**src/hdl/cbi_pkg.sv**
```systemverilog
/*
  Shared constants and types for the processor bus and interrupt controller.
  Assumes one system clock; every processor pin is asynchronous to it.
*/
package cbi_pkg;

  // ****************************************
  // Sequencing and vectors
  // ****************************************
  localparam logic [2:0] INIT_CYCLES = 3'h6;
  localparam logic [15:0] VEC_NMI_LO = 16'hFFFA;
  localparam logic [15:0] VEC_NMI_HI = 16'hFFFB;
  localparam logic [15:0] VEC_RST_LO = 16'hFFFC;
  localparam logic [15:0] VEC_RST_HI = 16'hFFFD;
  localparam logic [15:0] VEC_IRQ_HI = 16'hFFFF;
  localparam logic [7:0] ZERO_PAGE = 8'h00;
  localparam logic [7:0] STACK_PAGE = 8'h01;

  // ****************************************
  // Reset values and field positions
  // ****************************************
  localparam logic [15:0] PC_RESET = 16'h0000;
  localparam logic [7:0] SP_RESET = 8'hFF;
  localparam int unsigned P_BIT_V = 6;
  localparam int unsigned P_BIT_D = 3;
  localparam int unsigned P_BIT_I = 2;

  // ****************************************
  // Synchronised pin group
  // ****************************************
  localparam int unsigned PIN_COUNT = 6;
  localparam int unsigned PIN_CLK = 5;
  localparam int unsigned PIN_IRQ = 4;
  localparam int unsigned PIN_NMI = 3;
  localparam int unsigned PIN_RDY = 2;
  localparam int unsigned PIN_SO = 1;
  localparam int unsigned PIN_RES = 0;
  localparam logic [5:0] PIN_INIT = 6'h1E;
  localparam logic [7:0] DATA_INIT = 8'h00;

  // ****************************************
  // Types
  // ****************************************
  typedef enum logic [2:0] {
    K_FETCH, K_OPERAND, K_READ, K_WRITE, K_ZP_PTR, K_ABS_PTR, K_JUMP
  } cbi_kind_t;

  typedef enum logic [3:0] {
    S_HOLD, S_INIT, S_VEC_LO, S_VEC_HI, S_IDLE, S_XFER, S_PTR_LO,
    S_PTR_HI, S_INT_DUMMY, S_PUSH_H, S_PUSH_L, S_PUSH_P
  } cbi_state_t;

  typedef struct packed {
    logic valid;
    cbi_kind_t kind;
    logic lock;
    logic [15:0] addr;
    logic [7:0] wdata;
  } cbi_req_t;

  typedef struct packed {
    logic mask;
    logic decimal;
    logic overflow;
  } cbi_flags_t;

  typedef struct packed {
    logic done;
    logic fetch;
    logic [7:0] data;
    logic [15:0] eff_addr;
  } cbi_rsp_t;

  localparam cbi_flags_t FLAGS_RESET = '{mask: 1'h1, decimal: 1'h0, overflow: 1'h0};

endpackage : cbi_pkg

```
**src/hdl/cbi_pin_sync.sv**
```systemverilog
/*
  Three-stage synchroniser for a group of asynchronous pins.
  A bit's level is accepted only once stages two and three agree.
*/
`timescale 1ns/100ps
module cbi_pin_sync #(
  parameter int unsigned W = 1,
  parameter logic [W-1:0] INIT = '0
) (
  // Clock and reset
  input wire logic i_clock,
  input wire logic i_resetn,
  // Pins and filtered levels
  input wire logic [W-1:0] i_pin,
  output logic [W-1:0] o_level
);

  logic [W-1:0] s1;
  logic [W-1:0] s2;
  logic [W-1:0] s3;

  always_ff @(posedge i_clock or negedge i_resetn) begin
    if (!i_resetn) begin
      s1 <= INIT;
      s2 <= INIT;
      s3 <= INIT;
      o_level <= INIT;
    end else begin
      s1 <= i_pin;
      s2 <= s1;
      s3 <= s2;
      // Disagreeing stages keep the old level
      o_level <= (s2 & s3) | (o_level & (s2 ^ s3));
    end
  end

endmodule : cbi_pin_sync

```
**src/hdl/cbi_bus_ctrl.sv**
```systemverilog
/*
  Bus, control and interrupt sequencer of an 8-bit processor.
  Assumes the instruction core sits on the same clock and issues one
  request per bus cycle; memory and I/O sit on the far side of the pins.
*/
// Contract
// RL1: Page-zero pointer mode reads effective address low then high from page zero.
// RL2: Absolute pointer mode reads target low/high at pointer and loads program counter.
// RL3: A 16-bit address is driven for every memory and I/O transfer.
// RL4: Two output clocks: phase two follows clock_in, phase one is inverted.
// RL5: Data bus is bidirectional and released whenever the device is not writing.
// RL6: Unmasked maskable request sampled in phase two starts stacking after instruction.
// RL7: Maskable vector high byte sits at FFFF; control moves to its address.
// RL8: Maskable vector low byte is read just below the high byte.
// RL9: No interrupt is recognised while ready_hold is low.
// RL10: bus_lock_n is low during read-modify-write modify and write cycles.
// RL11: Non-maskable falling edge sampled in phase two vectors through FFFA/FFFB.
// RL12: Non-maskable requests are never masked, even during an earlier service.
// RL13: ready_hold low in phase one halts with the current address held.
// RL14: The ready_hold halt applies to every cycle type, writes included.
// RL15: The outside holds reset low at least two cycles; rising edge starts initialisation.
// RL16: Six initialisation cycles, then set mask, clear decimal, vector FFFC/FFFD.
// RL17: read_not_write is high on reads, low only with valid write data.
// RL18: Falling overflow_set_n, sampled at end of phase one, sets overflow.
// RL19: opcode_fetch_marker is high for the whole opcode fetch cycle only.
// RL20: ready_hold low in a fetch's phase one freezes state until it rises.
`timescale 1ns/100ps
module cbi_bus_ctrl
  import cbi_pkg::*;
(
  // Clock and reset
  input wire logic i_clock,
  input wire logic i_resetn,
  // Processor input pins
  input wire logic i_clock_in,
  input wire logic i_maskable_request_n,
  input wire logic i_nonmaskable_request_n,
  input wire logic i_ready_hold,
  input wire logic i_overflow_set_n,
  input wire logic i_reset_in_n,
  input wire logic [7:0] i_data_lines,
  // Processor output pins
  output logic [15:0] o_address_lines,
  output logic [7:0] o_data_lines,
  output logic o_data_lines_oe,
  output logic o_read_not_write,
  output logic o_opcode_fetch_marker,
  output logic o_bus_lock_n,
  output logic o_clock_phase_one_out,
  output logic o_clock_phase_two_out,
  // Core requests
  input wire cbi_req_t i_req,
  input wire logic i_flags_we,
  input wire cbi_flags_t i_flags,
  input wire logic [7:0] i_status_byte,
  input wire logic i_sp_we,
  input wire logic [7:0] i_sp,
  // Core answers and state
  output logic o_req_taken,
  output cbi_rsp_t o_rsp,
  output cbi_flags_t o_flags,
  output logic [15:0] o_pc,
  output logic [7:0] o_sp,
  output logic o_halted
);

  // ****************************************
  // Pin synchronisation
  // ****************************************
  logic [PIN_COUNT-1:0] pins_s;
  logic [7:0] din;
  logic clk_s;
  logic irq_n_s;
  logic nmi_n_s;
  logic rdy_s;
  logic so_n_s;
  logic res_n_s;

  cbi_pin_sync #(.W(PIN_COUNT), .INIT(PIN_INIT)) u_pin_sync (
    .i_clock(i_clock),
    .i_resetn(i_resetn),
    .i_pin({i_clock_in, i_maskable_request_n, i_nonmaskable_request_n,
            i_ready_hold, i_overflow_set_n, i_reset_in_n}),
    .o_level(pins_s)
  );

  // Data rides the same delay as clock_in, so capture lines up with the phase
  cbi_pin_sync #(.W(8), .INIT(DATA_INIT)) u_data_sync (
    .i_clock(i_clock),
    .i_resetn(i_resetn),
    .i_pin(i_data_lines),
    .o_level(din)
  );

  assign clk_s = pins_s[PIN_CLK];
  assign irq_n_s = pins_s[PIN_IRQ];
  assign nmi_n_s = pins_s[PIN_NMI];
  assign rdy_s = pins_s[PIN_RDY];
  assign so_n_s = pins_s[PIN_SO];
  assign res_n_s = pins_s[PIN_RES];

  // ****************************************
  // Phase tracking
  // ****************************************
  logic clk_d;
  logic ph1_start;
  logic ph2_start;
  logic rdy_ph1;
  logic advance;

  always_ff @(posedge i_clock or negedge i_resetn) begin
    if (!i_resetn) begin
      clk_d <= 1'h0;
    end else begin
      clk_d <= clk_s;
    end
  end

  assign ph1_start = clk_d & ~clk_s;
  assign ph2_start = ~clk_d & clk_s;

  always_ff @(posedge i_clock or negedge i_resetn) begin
    if (!i_resetn) begin
      o_clock_phase_two_out <= 1'h0;
      o_clock_phase_one_out <= 1'h1;
    end else begin
      o_clock_phase_two_out <= clk_s; // RL4
      o_clock_phase_one_out <= ~clk_s; // RL4
    end
  end

  // Ready seen at the end of phase one decides the halt
  always_ff @(posedge i_clock or negedge i_resetn) begin
    if (!i_resetn) begin
      rdy_ph1 <= 1'h1;
    end else if (ph2_start) begin
      rdy_ph1 <= rdy_s; // RL13
    end
  end

  // A cycle ends only if ready was high in both phases; otherwise it repeats
  assign advance = ph1_start & rdy_ph1 & rdy_s & res_n_s; // RL13 RL14 RL20

  always_ff @(posedge i_clock or negedge i_resetn) begin
    if (!i_resetn) begin
      o_halted <= 1'h0;
    end else if (ph1_start) begin
      o_halted <= ~(rdy_ph1 & rdy_s);
    end
  end

  // ****************************************
  // Interrupt and overflow inputs
  // ****************************************
  cbi_state_t state;
  cbi_state_t next_state;
  logic nmi_prev;
  logic nmi_pend;
  logic nmi_set;
  logic next_nmi_clr;
  logic irq_take;
  logic so_prev;
  logic so_fall;

  // Edges seen while ready is low are not recognised
  assign nmi_set = ph1_start & rdy_s & nmi_prev & ~nmi_n_s; // RL9 RL11

  always_ff @(posedge i_clock or negedge i_resetn) begin
    if (!i_resetn) begin
      nmi_prev <= 1'h1;
      nmi_pend <= 1'h0;
    end else begin
      // Tracking through a halt lets an edge under low ready pass unseen
      if (ph1_start) begin
        nmi_prev <= nmi_n_s;
      end
      // A new edge during service is kept; set beats clear
      nmi_pend <= nmi_set | (nmi_pend & ~(advance & next_nmi_clr)); // RL12
    end
  end

  // The mask is only being set as the vector read ends, so block re-entry there
  assign irq_take = ~irq_n_s & ~o_flags.mask & rdy_s & (state != S_VEC_HI); // RL6 RL9

  always_ff @(posedge i_clock or negedge i_resetn) begin
    if (!i_resetn) begin
      so_prev <= 1'h1;
    end else if (ph2_start) begin
      so_prev <= so_n_s; // RL18
    end
  end

  assign so_fall = ph2_start & so_prev & ~so_n_s; // RL18

  // ****************************************
  // Cycle sequencer
  // ****************************************
  cbi_kind_t cur_kind;
  cbi_kind_t next_kind;
  logic [15:0] vec_hi;
  logic [15:0] next_vec;
  logic [15:0] next_addr;
  logic [15:0] next_pc;
  logic [7:0] next_sp;
  logic [7:0] next_wdata;
  logic [7:0] tmp;
  logic [7:0] next_tmp;
  logic [7:0] pbyte;
  logic [2:0] cnt;
  logic [2:0] next_cnt;
  logic next_rnw;
  logic next_sync;
  logic next_lock_n;
  logic next_take;
  logic start_new;

  always_comb begin
    next_state = state;
    next_kind = cur_kind;
    next_vec = vec_hi;
    next_addr = o_address_lines;
    next_pc = o_pc;
    next_sp = o_sp;
    next_wdata = o_data_lines;
    next_tmp = tmp;
    next_cnt = cnt;
    next_rnw = o_read_not_write;
    next_sync = o_opcode_fetch_marker;
    next_lock_n = o_bus_lock_n;
    next_take = 1'h0;
    next_nmi_clr = 1'h0;
    start_new = 1'h0;
    pbyte = i_status_byte;
    pbyte[P_BIT_V] = o_flags.overflow;
    pbyte[P_BIT_D] = o_flags.decimal;
    pbyte[P_BIT_I] = o_flags.mask;
    unique case (state)
      S_HOLD: begin
        next_state = S_INIT;
        next_cnt = 3'h0;
        next_addr = {STACK_PAGE, o_sp};
      end
      S_INIT: begin
        if (cnt == INIT_CYCLES - 3'h1) begin // RL16
          next_state = S_VEC_LO;
          next_vec = VEC_RST_HI;
          next_addr = VEC_RST_LO; // RL16
        end else begin
          next_cnt = cnt + 3'h1;
        end
      end
      S_VEC_LO: begin
        next_tmp = din;
        next_addr = vec_hi; // RL7
        next_state = S_VEC_HI;
      end
      S_VEC_HI: begin
        next_pc = {din, tmp}; // RL7 RL11 RL16
        start_new = 1'h1;
      end
      S_IDLE: begin
        start_new = 1'h1;
      end
      S_XFER: begin
        if (cur_kind == K_FETCH || cur_kind == K_OPERAND) begin
          next_pc = o_pc + 16'h0001;
        end
        start_new = 1'h1;
      end
      S_PTR_LO: begin
        next_tmp = din;
        if (cur_kind == K_ZP_PTR) begin
          next_addr = {ZERO_PAGE, o_address_lines[7:0] + 8'h01}; // RL1
        end else begin
          next_addr = o_address_lines + 16'h0001; // RL2
        end
        next_state = S_PTR_HI;
      end
      S_PTR_HI: begin
        if (cur_kind == K_ABS_PTR) begin
          next_pc = {din, tmp}; // RL2
        end
        start_new = 1'h1;
      end
      S_INT_DUMMY: begin
        next_addr = {STACK_PAGE, o_sp}; // RL6
        next_rnw = 1'h0;
        next_wdata = o_pc[15:8];
        next_state = S_PUSH_H;
      end
      S_PUSH_H: begin
        next_sp = o_sp - 8'h01;
        next_addr = {STACK_PAGE, next_sp};
        next_wdata = o_pc[7:0];
        next_state = S_PUSH_L;
      end
      S_PUSH_L: begin
        next_sp = o_sp - 8'h01;
        next_addr = {STACK_PAGE, next_sp};
        next_wdata = pbyte;
        next_state = S_PUSH_P;
      end
      S_PUSH_P: begin
        next_sp = o_sp - 8'h01;
        next_rnw = 1'h1;
        next_addr = vec_hi - 16'h0001; // RL8
        next_state = S_VEC_LO;
      end
      default: begin
        next_state = S_HOLD;
      end
    endcase
    // Interrupts are taken only where the next instruction would start
    if (start_new) begin
      next_rnw = 1'h1;
      next_sync = 1'h0;
      next_lock_n = 1'h1;
      next_state = S_IDLE;
      next_addr = next_pc;
      if (i_req.valid && i_req.kind == K_FETCH && (nmi_pend || irq_take)) begin
        next_state = S_INT_DUMMY; // RL6 RL11
        next_vec = nmi_pend ? VEC_NMI_HI : VEC_IRQ_HI; // RL7 RL11
        next_nmi_clr = nmi_pend;
      end else if (i_req.valid) begin
        next_take = 1'h1;
        next_kind = i_req.kind;
        next_state = S_XFER;
        unique case (i_req.kind)
          K_FETCH: begin
            next_sync = 1'h1; // RL19
          end
          K_OPERAND: begin
            next_sync = 1'h0;
          end
          K_READ: begin
            next_addr = i_req.addr; // RL3
            next_lock_n = ~i_req.lock; // RL10
          end
          K_WRITE: begin
            next_addr = i_req.addr; // RL3
            next_rnw = 1'h0; // RL17
            next_wdata = i_req.wdata;
            next_lock_n = ~i_req.lock; // RL10
          end
          K_ZP_PTR: begin
            next_addr = {ZERO_PAGE, i_req.addr[7:0]}; // RL1
            next_state = S_PTR_LO;
          end
          K_ABS_PTR: begin
            next_addr = i_req.addr; // RL2
            next_state = S_PTR_LO;
          end
          K_JUMP: begin
            next_pc = i_req.addr;
            next_addr = i_req.addr;
            next_state = S_IDLE;
          end
          default: begin
            next_take = 1'h0;
            next_state = S_IDLE;
          end
        endcase
      end
    end
  end

  // A low reset pin holds the sequencer in S_HOLD; its release starts initialisation
  always_ff @(posedge i_clock or negedge i_resetn) begin
    if (!i_resetn) begin
      state <= S_HOLD;
      cur_kind <= K_FETCH;
      vec_hi <= VEC_RST_HI;
      o_address_lines <= PC_RESET;
      o_pc <= PC_RESET;
      o_data_lines <= DATA_INIT;
      tmp <= DATA_INIT;
      cnt <= 3'h0;
      o_read_not_write <= 1'h1;
      o_opcode_fetch_marker <= 1'h0;
      o_bus_lock_n <= 1'h1;
    end else if (!res_n_s) begin
      state <= S_HOLD; // RL15 RL16
      o_read_not_write <= 1'h1;
      o_opcode_fetch_marker <= 1'h0;
      o_bus_lock_n <= 1'h1;
    end else if (advance) begin
      state <= next_state;
      cur_kind <= next_kind;
      vec_hi <= next_vec;
      o_address_lines <= next_addr; // RL3 RL13
      o_pc <= next_pc;
      o_data_lines <= next_wdata;
      tmp <= next_tmp;
      cnt <= next_cnt;
      o_read_not_write <= next_rnw; // RL17
      o_opcode_fetch_marker <= next_sync; // RL19
      o_bus_lock_n <= next_lock_n; // RL10
    end
  end

  always_ff @(posedge i_clock or negedge i_resetn) begin
    if (!i_resetn) begin
      o_sp <= SP_RESET;
    end else if (advance) begin
      o_sp <= next_sp;
    end else if (i_sp_we) begin
      o_sp <= i_sp;
    end
  end

  // Write data is driven only in phase two of a write cycle
  always_ff @(posedge i_clock or negedge i_resetn) begin
    if (!i_resetn) begin
      o_data_lines_oe <= 1'h0;
    end else begin
      o_data_lines_oe <= ~o_read_not_write & clk_s & res_n_s; // RL5 RL17
    end
  end

  // ****************************************
  // Core answers and status flags
  // ****************************************
  always_ff @(posedge i_clock or negedge i_resetn) begin
    if (!i_resetn) begin
      o_req_taken <= 1'h0;
      o_rsp <= '0;
    end else begin
      o_req_taken <= advance & next_take;
      o_rsp.done <= advance & (state == S_XFER || state == S_PTR_HI);
      if (advance) begin
        o_rsp.fetch <= cur_kind == K_FETCH;
        o_rsp.data <= din;
        o_rsp.eff_addr <= {din, tmp}; // RL1
      end
    end
  end

  // Hardware sets win over a core write in the same cycle
  always_ff @(posedge i_clock or negedge i_resetn) begin
    if (!i_resetn) begin
      o_flags <= FLAGS_RESET;
    end else begin
      if (i_flags_we) begin
        o_flags <= i_flags;
      end
      if (advance && state == S_VEC_HI) begin
        o_flags.mask <= 1'h1; // RL6 RL16
        if (vec_hi == VEC_RST_HI) begin
          o_flags.decimal <= 1'h0; // RL16
        end
      end
      if (so_fall) begin
        o_flags.overflow <= 1'h1; // RL18
      end
    end
  end

endmodule : cbi_bus_ctrl

```
**config.mk**
```make
export PLATFORM = sky130hd
export DESIGN_NAME = cbi_bus_ctrl
export DESIGN_NICKNAME = d
export VERILOG_FILES = /design/src/hdl/cbi_pkg.sv /design/src/hdl/cbi_pin_sync.sv /design/src/hdl/cbi_bus_ctrl.sv
export SDC_FILE = /design/constraint.sdc
export NUM_CORES = 1
export LEC_CHECK = 0
export BUFFER_PORTS_ARGS = -buffer_cell sky130_fd_sc_hd__buf_2
export CAP_MARGIN = 20
export CORE_AREA = 2 2 158 114
export DETAILED_ROUTE_END_ITERATION = 10
export DIE_AREA = 0 0 160 116
export GPL_TIMING_DRIVEN = 0
export PLACE_DENSITY = 0.87
export SLEW_MARGIN = 10
export SYNTH_ARGS = -nofsm -noshare
export SYNTH_HDL_FRONTEND = slang
export SYNTH_SLANG_ARGS = --single-unit
```
**constraint.sdc**
```tcl
create_clock -name i_clock -period 2.39 [get_ports i_clock]
set_input_delay 0.1195 -clock i_clock [delete_from_list [all_inputs] [get_ports i_clock]]
set_output_delay 0.1195 -clock i_clock [all_outputs]
set_load 0.1 [all_outputs]
```
==> results of run 1 <==
-- power by group --
group	total (µW)	internal, µW	switching, µW
clock network	2940	1500	1440
registers	3900	3300	594
logic	4330	892	3430
-- worst max-delay path by stage --
stage | start | end | slack, ns | depth (start not counted)
floorplan | o_pc[0] | o_address_lines[12] | -0.005 | 8
global placement | i_resetn | o_pc[0] | -1.93 | 1
detailed placement | o_pc[0] | o_address_lines[12] | -0.27 | 8
CTS | cur_kind[1] | o_address_lines[12] | -0.003 | 7
global route | cur_kind[1] | o_address_lines[14] | -0.05 | 9
finish | cur_kind[1] | o_address_lines[13] | -0.008 | 7
-- Yosys cell counts (5+ instances only) --
cell type    n
dfrtp_1    125
nand2_1     96
nor2_1      63
a21oi_1     59
o21ai_0     53
dfstp_2     46
clkbuf_1    33
nand3_1     33
a21o_1      29
nor3_1      24
ha_1        21
o21ai_1     20
inv_1       19
mux2i_1     18
nor4_1      18
o22ai_1     16
mux2_2      15
buf_2       13
buf_4       13
a211oi_1    10
a31oi_1     10
nand2b_1    10
nand4_1     10
or2_1       10
xnor2_1     10
xor2_1       8
a221oi_1     7
o211ai_1     7
a22oi_1      6
nor2b_1      6
o31ai_1      6
a32oi_1      5
or3_1        5
or4_1        5
-- cell families after synthesis --
logic type	count (synthesis)	synth area share (%)
AO/OA/AOI/OAI	286	20.8
flip-flops	171	47.3
buffers and inverters	87	4.65
multiplexers	33	3.81
AND/OR/NAND/NOR	325	18.9
XOR/XNOR	18	1.72
adder cells (fa/ha/maj)	21	2.87
-- flip-flops by register name, indices dropped and copies added, names as in the netlist, 4 cells and up --
register	count
u_pin_sync.s2	6
o_pc	16
u_data_sync.s1	8
vec_hi	16
o_address_lines	16
u_pin_sync.s3	6
u_pin_sync.o_level	6
o_rsp	18
u_data_sync.s2	8
u_data_sync.s3	8
state	4
u_pin_sync.s1	6
o_sp	8
tmp	8
o_data_lines	8
u_data_sync.o_level	8
-- tightest hold or removal path, delay by kind of cell --
kind                   cells  cell delay, ns
buffers and inverters      1            0.08
AO/OA/AOI/OAI              2            0.21
-- layer usage --
layer  GRT usage, %  share of wire, %
met4           11.9               2.9
met3           11.6                14
met2           48.5                41
met1           51.1                42
met5           2.27                 0
-- cell usage in the layout (no fill, tap or decap), types with 8 or more instances in the layout --
cell and n:
a211oi_1 9, a21o_1 29, a21oi_1 58, a31oi_1 9, buf_2 157, buf_4 31, clkbuf_1 19, clkbuf_16 18
clkbuf_2 10, dfrtp_1 112, dfrtp_2 11, dfstp_2 46, dlygate4sd3_1 30, ha_1 21, inv_1 19, mux2_2 15
mux2i_1 17, nand2_1 96, nand2b_1 9, nand3_1 31, nand4_1 10, nor2_1 60, nor3_1 24, nor4_1 16
o21ai_0 52, o21ai_1 21, o22ai_1 16, or2_1 10, xnor2_1 10, xor2_1 8
-- final cells by class --
cell class | instances | area share (%)
Clock buffer | 18 | 3.93
Sequential cell | 171 | 38.0
Buffer | 63 | 3.07
Tap cell | 231 | 2.52
Multi-Input combinational cell | 683 | 39.8
Clock inverter | 14 | 1.59
Inverter | 19 | 0.623
Timing Repair Buffer | 193 | 10.4
-- metrics by stage --
step / worst slack [ns] / power [µW] / cells / hold WS [ns]
floorplan: -0.00521 / 7140 / 941 / -0.176
global placement: -1.93 / 8010 / 1317 / 0.225
detailed placement: -0.270 / 8080 / 1318 / 0.0836
CTS: -0.00282 / 11000 / 1383 / 0.000623
global route: -0.0534 / 11500 / 1392 / 0.0210
finish: -0.00799 / 11200 / 1392 / 0.00759
-- timing repair --
action / CTS / global route
buffers inserted: 6 / 11
gates resized for setup: 12 / 40
pin swaps: 4 / 5
endpoints found under the hold margin: 86 / 0
hold buffers: 30 / 0
setup endpoints to repair: 31 / 80
==> metrics.cfg, run 1 <==
[outcome]
run_status=finished with violations
violations=negative setup slack

[worst_setup_path]
r2r_end=o_address_lines[13]
ff2ff_path_depth=7
crit_path_end_kind=flip-flop
path_buf_inv=1
crit_chain=nand3b_1, buf_4, a2111oi_0, a211oi_1, a211oi_1, o21a_1, nor3_1
crit_top_cell=a211oi_1
r2r_start=cur_kind[1]
r2r_slack_ns=-0.008
worstPathMaxFanout=9
cpPeakStageDelay_ns=0.53
crit_type=reg -> reg
cp_slowest_cell=a2111oi_0
cp_top_family=compound AO/OA/AOI/OAI gates
crit_required_ns=2.73
cp-start-kind=flip-flop
critical_path_arrival_ns=2.73

[routing]
wire_per_inst_um=23.0
vias_per_cell=6.53
drt-total-wl_mm=32.0
first_pass_iters=5
drc=0
drt_iter0_drc=1320
vias=9095
drtAntennaViolNets=0

[floorplanning]
rows=40
die-height_um=116
io_pins=151
fp.dieArea_um2=18600
design.core.area_um2=16900
start_util_pct=54.2
die_w_um=160

[layout]
multi_input_area_um2=4560
fin_util_pct=67.7
syn_to_final_growth_pct=24.9
antenna-diode-count=0
final_nets=1235
fillerInstances=1355
seqCellArea_um2=4360
final_cell_area_um2=11500
drive_above_1_share_pct=30.8

[timing]
tns_ns=-0.00799
hold_viol=0
post-route-period-util_pct=100
slew_headroom_pct=41.0
skew_ns=0.0155
max_slew.worst_pin.slew_ns=0.885
timing.final.ws_setup_ns=-0.00799
finalSetupViolCount=1
finalMaxSlewViolations=0
fin_crit_ns=2.40
fmax_mhz=417

[synthesis]
syn_inst=941
yosysTopAreaCellShare_pct=34.1
ys_ff_latch=171
syn_area_per_cell_um2=9.75
synthArstFlopShare_pct=100
synth_top_area_cell=dfrtp_1
synth_edf_count=0
synth_area_leaders=dfrtp_1, dfstp_2, nand2_1
yosys_warnings=0
yosysSeqAreaShare_pct=47.3
syn_nets=1028
synth_area_um2=9170
synthFlopType=dfrtp_1
yosysUniqueCellTypes=90

[global_routing]
grt_pass1_vias=8327
grt_pass1_wl_mm=49.1
antenna_found_initial=0
grt-ovfl-total=0
grtUsageTotal_pct=34.9
grt_start_max_net_pins=111

[min_path]
min-delay-start=i_req[0]
hold_path_class=in -> reg
worstHoldPathCells=3
min_to=o_data_lines[0]

[clock_tree]
root_buffer=clkbuf_16
cts_max_path_buffers=2
path_clk_slew_ns=0.08
insertion_delay_ns=0.45
htree_levels=4
cts_tree=built
clkSinkCount=171
tritoncts.num_buffers=17

[job]
cap_violations=0

[placed_design]
io_buffers=145
dp_hpwl_mm=22.7
place_congestion=0.984
dpl-instance-area_um2=10200

[power]
peakVddDrop_mv=0.855
leakagePower_uw=0.00508
powerDensity_nw_per_um2=974

Note: power is estimated with default switching activity, not from simulation.
==> run 2, diff against run 1 <==
--- a/config.mk
+++ b/config.mk
@@ -8,6 +8,7 @@
 export BUFFER_PORTS_ARGS = -buffer_cell sky130_fd_sc_hd__buf_2
 export CAP_MARGIN = 20
 export CORE_AREA = 2 2 158 114
+export CTS_BUF_LIST = sky130_fd_sc_hd__clkbuf_8
 export DETAILED_ROUTE_END_ITERATION = 10
 export DIE_AREA = 0 0 160 116
 export GPL_TIMING_DRIVEN = 0
==> constraint.sdc (replaced) <==
create_clock -name i_clock -period 2.39 [get_ports i_clock]
set_input_delay 0.3585 -clock i_clock [delete_from_list [all_inputs] [get_ports i_clock]]
set_output_delay 0.3585 -clock i_clock [all_outputs]
set_load 0.1 [all_outputs]
==> run 2 against run 1 <==
Against the previous run: global-route usage shrank 0.78 points; final cell count shrank 0.93%; worst hold slack gained 0.091 ns; count of clock-buffer cells in the layout shrank 1; register-to-register slack is essentially flat; critical path type unchanged; clock skew grew 0.00061 ns; largest cell class unchanged; combinational power shrank 2%; wire length shrank 2.4%; setup slack lost 0.010 ns; the flow still finishes with violations (negative setup slack).
==> metrics.cfg, run 2 (same netlist as run 1, synthesis figures left out) <==
[worst_setup_path]
cp-start-kind=flip-flop
worstPathMaxFanout=9
crit_chain=nor4bb_1, a41oi_1, o21ai_0, and2_1, a21o_1, o211ai_1
crit_path_end_kind=flip-flop
cp_slowest_cell=nor4bb_1
r2r_slack_ns=-0.02
path_buf_inv=0
r2r_start=cur_kind[2]
r2r_end=o_address_lines[5]
critical_path_arrival_ns=2.77
crit_required_ns=2.75
cpPeakStageDelay_ns=0.93
ff2ff_path_depth=6
cp_top_family=simple AND/OR/NAND/NOR gates
crit_type=reg -> reg

[global_routing]
grt_pass1_wl_mm=48.1
grt-ovfl-total=0
grt_pass1_vias=8108
grtUsageTotal_pct=34.2
grt_start_max_net_pins=111
antenna_found_initial=0

[clock_tree]
cts_max_path_buffers=2
tritoncts.num_buffers=17
root_buffer=clkbuf_8
clkSinkCount=171
cts_tree=built
htree_levels=4
insertion_delay_ns=0.49
path_clk_slew_ns=0.11

[floorplanning]
start_util_pct=54.2
rows=40
io_pins=151
die-height_um=116
die_w_um=160
fp.dieArea_um2=18600
design.core.area_um2=16900

[layout]
multi_input_area_um2=4560
fin_util_pct=65.9
final_common_cell=buf_2
largest_register_ffs=18
top_register=o_rsp
final_cell_mix=buf_2, dfrtp_1, nand2_1
antenna-diode-count=0
drive_above_1_share_pct=31.2
seqCellArea_um2=4360
fillerInstances=1412
final_cells=1379
final_nets=1222
syn_to_final_growth_pct=21.5

[timing]
finalSetupViolCount=2
fin_crit_ns=2.41
skew_ns=0.0161
hold_slack_ns=0.0983
hold_viol=0
rsz0062_at_grt=true
finalMaxSlewViolations=0
post-route-period-util_pct=101
tns_ns=-0.0307
fmax_mhz=415
slew_headroom_pct=29.3
timing.final.ws_setup_ns=-0.0182
max_slew.worst_pin.slew_ns=1.05

[outcome]
violations=negative setup slack
run_status=finished with violations

[routing]
first_pass_iters=8
drtAntennaViolNets=0
wire_per_inst_um=22.7
drt_iter0_drc=1316
vias=8970
drc=0
drt-total-wl_mm=31.2
vias_per_cell=6.50

[placed_design]
io_buffers=145
dp.cells=1318
place_ws_ns=-0.270
place_congestion=0.984
dp_hpwl_mm=22.7

[min_path]
min_to=o_flags[0]
min-delay-start=i_flags[0]
worstHoldPathCells=3
hold_path_class=in -> reg

[power]
leakagePower_uw=0.00497
peakVddDrop_mv=0.911
powerDensity_nw_per_um2=936

[job]
cap_violations=0

[run 2: cell type report]
cell class / instances / area share [%]
Timing Repair Buffer: 184 / 9.74
Clock buffer: 17 / 2.10
Multi-Input combinational cell: 683 / 40.9
Tap cell: 231 / 2.59
Sequential cell: 171 / 39.1
Buffer: 59 / 3.00
Clock inverter: 15 / 1.91
Inverter: 19 / 0.640
[run 2: metal layers]
layer	vias to the layer above	wire length, µm	part of all wire, %	GRT usage (%)
li1	3869	-	-	-
met4	0	723	2.3	8.77
met1	4325	13500	43	52.6
met5	-	0	0	0
met3	78	4380	14	10.0
met2	698	12600	40	46.9
[run 2: tightest hold or removal path, stage by stage]
cell and delay (ns):
buf_2 0.07, mux2i_1 0.06, o21ai_0 0.06
[run 2: worst max path at each step]
stage | end | slack (ns) | cells after the start | start
final | o_address_lines[5] | -0.02 | 6 | cur_kind[2]
after global routing | vec_hi[2] | -0.03 | 7 | u_pin_sync.o_level[2]
after CTS | o_address_lines[12] | -0.03 | 7 | o_pc[0]
after detailed placement | o_address_lines[12] | -0.27 | 8 | o_pc[0]
after global placement | o_pc[0] | -2.17 | 1 | i_resetn
after floorplan | o_address_lines[12] | -0.005 | 8 | o_pc[0]
[run 2: power breakdown]
part / internal, µW / total [µW] / switching, µW / leakage [µW]
sequential: 3300 / 3900 / 602 / 0.00199
combinational: 858 / 4260 / 3410 / 0.00276
clock: 925 / 2270 / 1340 / 0.000221
[run 2: what timing repair did]
action | in CTS | in global routing
hold buffers | 15 | 0
buffers inserted | 6 | 17
hold endpoints to repair | 36 | 0
setup endpoints to repair | 29 | 79
pin swaps | 3 | 6
gates cloned | 0 | 0
resized for setup | 11 | 36
[run 2: through the flow]
step | area (µm²) | power, µW
2_1_floorplan | 9190 | 7140
3_3_place_gp | 10200 | 8010
3_5_place_dp | 10200 | 8080
4_1_cts | 10900 | 10300
5_1_grt | 11100 | 10800
6_report | 11100 | 10400
==> run 3, diff against run 2 <==
--- a/config.mk
+++ b/config.mk
@@ -7,12 +7,14 @@
 export LEC_CHECK = 0
 export BUFFER_PORTS_ARGS = -buffer_cell sky130_fd_sc_hd__buf_2
 export CAP_MARGIN = 20
-export CORE_AREA = 2 2 158 114
+export CELL_PAD_IN_SITES_DETAIL_PLACEMENT = 0
+export CELL_PAD_IN_SITES_GLOBAL_PLACEMENT = 1
+export CORE_AREA = 2 2 174 125
 export CTS_BUF_LIST = sky130_fd_sc_hd__clkbuf_8
 export DETAILED_ROUTE_END_ITERATION = 10
-export DIE_AREA = 0 0 160 116
+export DIE_AREA = 0 0 176 127
 export GPL_TIMING_DRIVEN = 0
-export PLACE_DENSITY = 0.87
+export PLACE_DENSITY = 0.91
 export SLEW_MARGIN = 10
 export SYNTH_ARGS = -nofsm -noshare
 export SYNTH_HDL_FRONTEND = slang
==> run 3 against run 2 <==
Against the previous run: the flow now finishes without violations; sequential cell count unchanged; non-clock buffer count fell by 5; total power shrank 0.63%; die area grew 20%; global-route usage decreased by 6.0 points; worst hold slack improved by 0.012 ns; fmax grew 1.2%; via count fell by 4.2%; setup slack gained 0.028 ns; cell area increased by 0.15%; first-iteration DRC count down 36%; wire length is 0.73% higher; critical path type unchanged; critical endpoint is now o_address_lines[10]; highest routed layer unchanged.
==> metrics.cfg, run 3 (same netlist as run 1, synthesis figures left out) <==
[worst_setup_path]
cp-start-kind=flip-flop
critical_path_arrival_ns=2.75
crit_required_ns=2.76
crit_type=reg -> reg
crit_path_end_kind=flip-flop
worstPathMaxFanout=8

[floorplanning]
design.core.area_um2=20500
fp.dieArea_um2=22400
io_pins=151
die-height_um=127
die_w_um=176
rows=44
start_util_pct=44.7

[layout]
syn_to_final_growth_pct=21.7
final_cell_area_um2=11200
top_register=o_rsp
final_cell_mix=buf_2, dfrtp_1, nand2_1
multi_input_area_um2=4550
seqCellArea_um2=4360
final_common_cell=buf_2
drive_above_1_share_pct=31.2
final_nets=1217
largest_register_ffs=18
fillerInstances=1884
antenna-diode-count=0

[min_path]
hold_path_class=in -> reg

[job]
cap_violations=0

[power]
intPower_uw=5070
peakVddDrop_mv=0.614
finalPower_uw=10400
seq_power_share_pct=37.2
powerDensity_nw_per_um2=929
swShare_pct=51.1
power_frac_comb_pct=41.4
clockPowerShare_pct=21.3
leakagePower_uw=0.00493
switchingPower_uw=5300

[clock_tree]
path_clk_slew_ns=0.10
tritoncts.num_buffers=17
insertion_delay_ns=0.49
cts_tree=built
cts_max_path_buffers=2
clkSinkCount=171
htree_levels=4
root_buffer=clkbuf_8

[global_routing]
grt_pass1_vias=7798
antenna_found_initial=0
grt-ovfl-total=0
grtUsageTotal_pct=28.1
grt_pass1_wl_mm=47.3
grt_start_max_net_pins=104

[timing]
skew_ns=0.0188
slew_headroom_pct=50.1
finalMaxSlewViolations=0
post-route-period-util_pct=99.6
max_slew.worst_pin.slew_ns=0.745
fmax_mhz=420
finalSetupViolCount=0
fin_crit_ns=2.38
hold_viol=0
hold_slack_ns=0.110

[routing]
drtAntennaViolNets=0
drc=0
wire_per_inst_um=22.2
drt-total-wl_mm=31.5
vias_per_cell=6.05
vias=8592
drt_iter0_drc=839
first_pass_iters=6

[placed_design]
place_congestion=0.999
dp_hpwl_mm=23.5
dpl-instance-area_um2=10300
io_buffers=145

[outcome]
run_status=finished clean

==> run 3: cell types whose count changed in the layout (fill, tap and decap cells not counted), sizes merged <==
cell | before | now
clkbuf | 44 | 48
buf | 201 | 192
inv | 26 | 27
clkinv | 7 | 6
==> run 3: worst paths after layout <==
kind	slack, ns	from	endpoint	cells past startpoint
worst min register to register	0.35	u_data_sync.s1[2]	u_data_sync.s2[2]	0
min in group asynchronous	0.42	i_resetn	u_pin_sync.s2[3]	2
max in group asynchronous	1.13	i_resetn	o_pc[4]	4
worst max register to register	0.01	o_pc[1]	o_address_lines[10]	7
worst max-delay path	0.01	o_pc[1]	o_address_lines[10]	7
worst min-delay path	0.11	i_flags[0]	o_flags[0]	3
==> run 3: layout make-up <==
cell class | count | area share [%]
Multi-Input combinational cell | 683 | 40.8
Clock buffer | 17 | 2.10
Buffer | 62 | 3.13
Clock inverter | 15 | 1.74
Sequential cell | 171 | 39.1
Tap cell | 276 | 3.09
Inverter | 19 | 0.639
Timing Repair Buffer | 176 | 9.48
==> run 3: repair_timing <==
item | 4_1_cts | 5_1_grt
endpoints found under the setup margin | 40 | 73
gates resized for setup | 10 | 45
pin swaps | 4 | 6
hold buffers | 15 | 0
hold endpoints to repair | 79 | 0
setup buffers | 4 | 10
==> run 3: critical path, stage by stage, from the launching register on <==
cell and delay [ns]:
dfrtp_4 0.47, ha_1 0.15, or3b_4 0.45, nor4_4 0.49, nand2_2 0.15, xnor2_1 0.16, a31oi_1 0.31, nor3_1 0.09
==> run 3: layer usage <==
layer,vias to the layer above,global-route usage (%),share of wire [%]
li1,3865,-,-
met1,4227,45.3,48
met2,466,37.2,40
met3,34,7.74,11
met4,0,5.44,0.91
met5,-,0,0
==> run 3: metrics by stage <==
step / worst slack (ns) / util [%] / setup TNS, ns / std cells
2_1_floorplan: -0.00521 / - / -0.00521 / 941
3_3_place_gp: -2.23 / 50.0 / -243.14 / 1362
3_5_place_dp: -0.299 / 50.3 / -3.34 / 1364
4_1_cts: -0.0788 / 53.4 / -0.0940 / 1412
5_1_grt: -0.0260 / 54.4 / -0.0887 / 1419
6_report: 0.00985 / 54.4 / 0 / 1419
==> run 3: power groups by stage <==
stage	clock network [µW]	registers, µW	logic [µW]
3_5_place_dp	0	3870	4220
3_3_place_gp	0	3860	4200
4_1_cts	2240	3850	4230
5_1_grt	2380	3910	4470
2_1_floorplan	0	5750	1390
6_report	2210	3860	4300
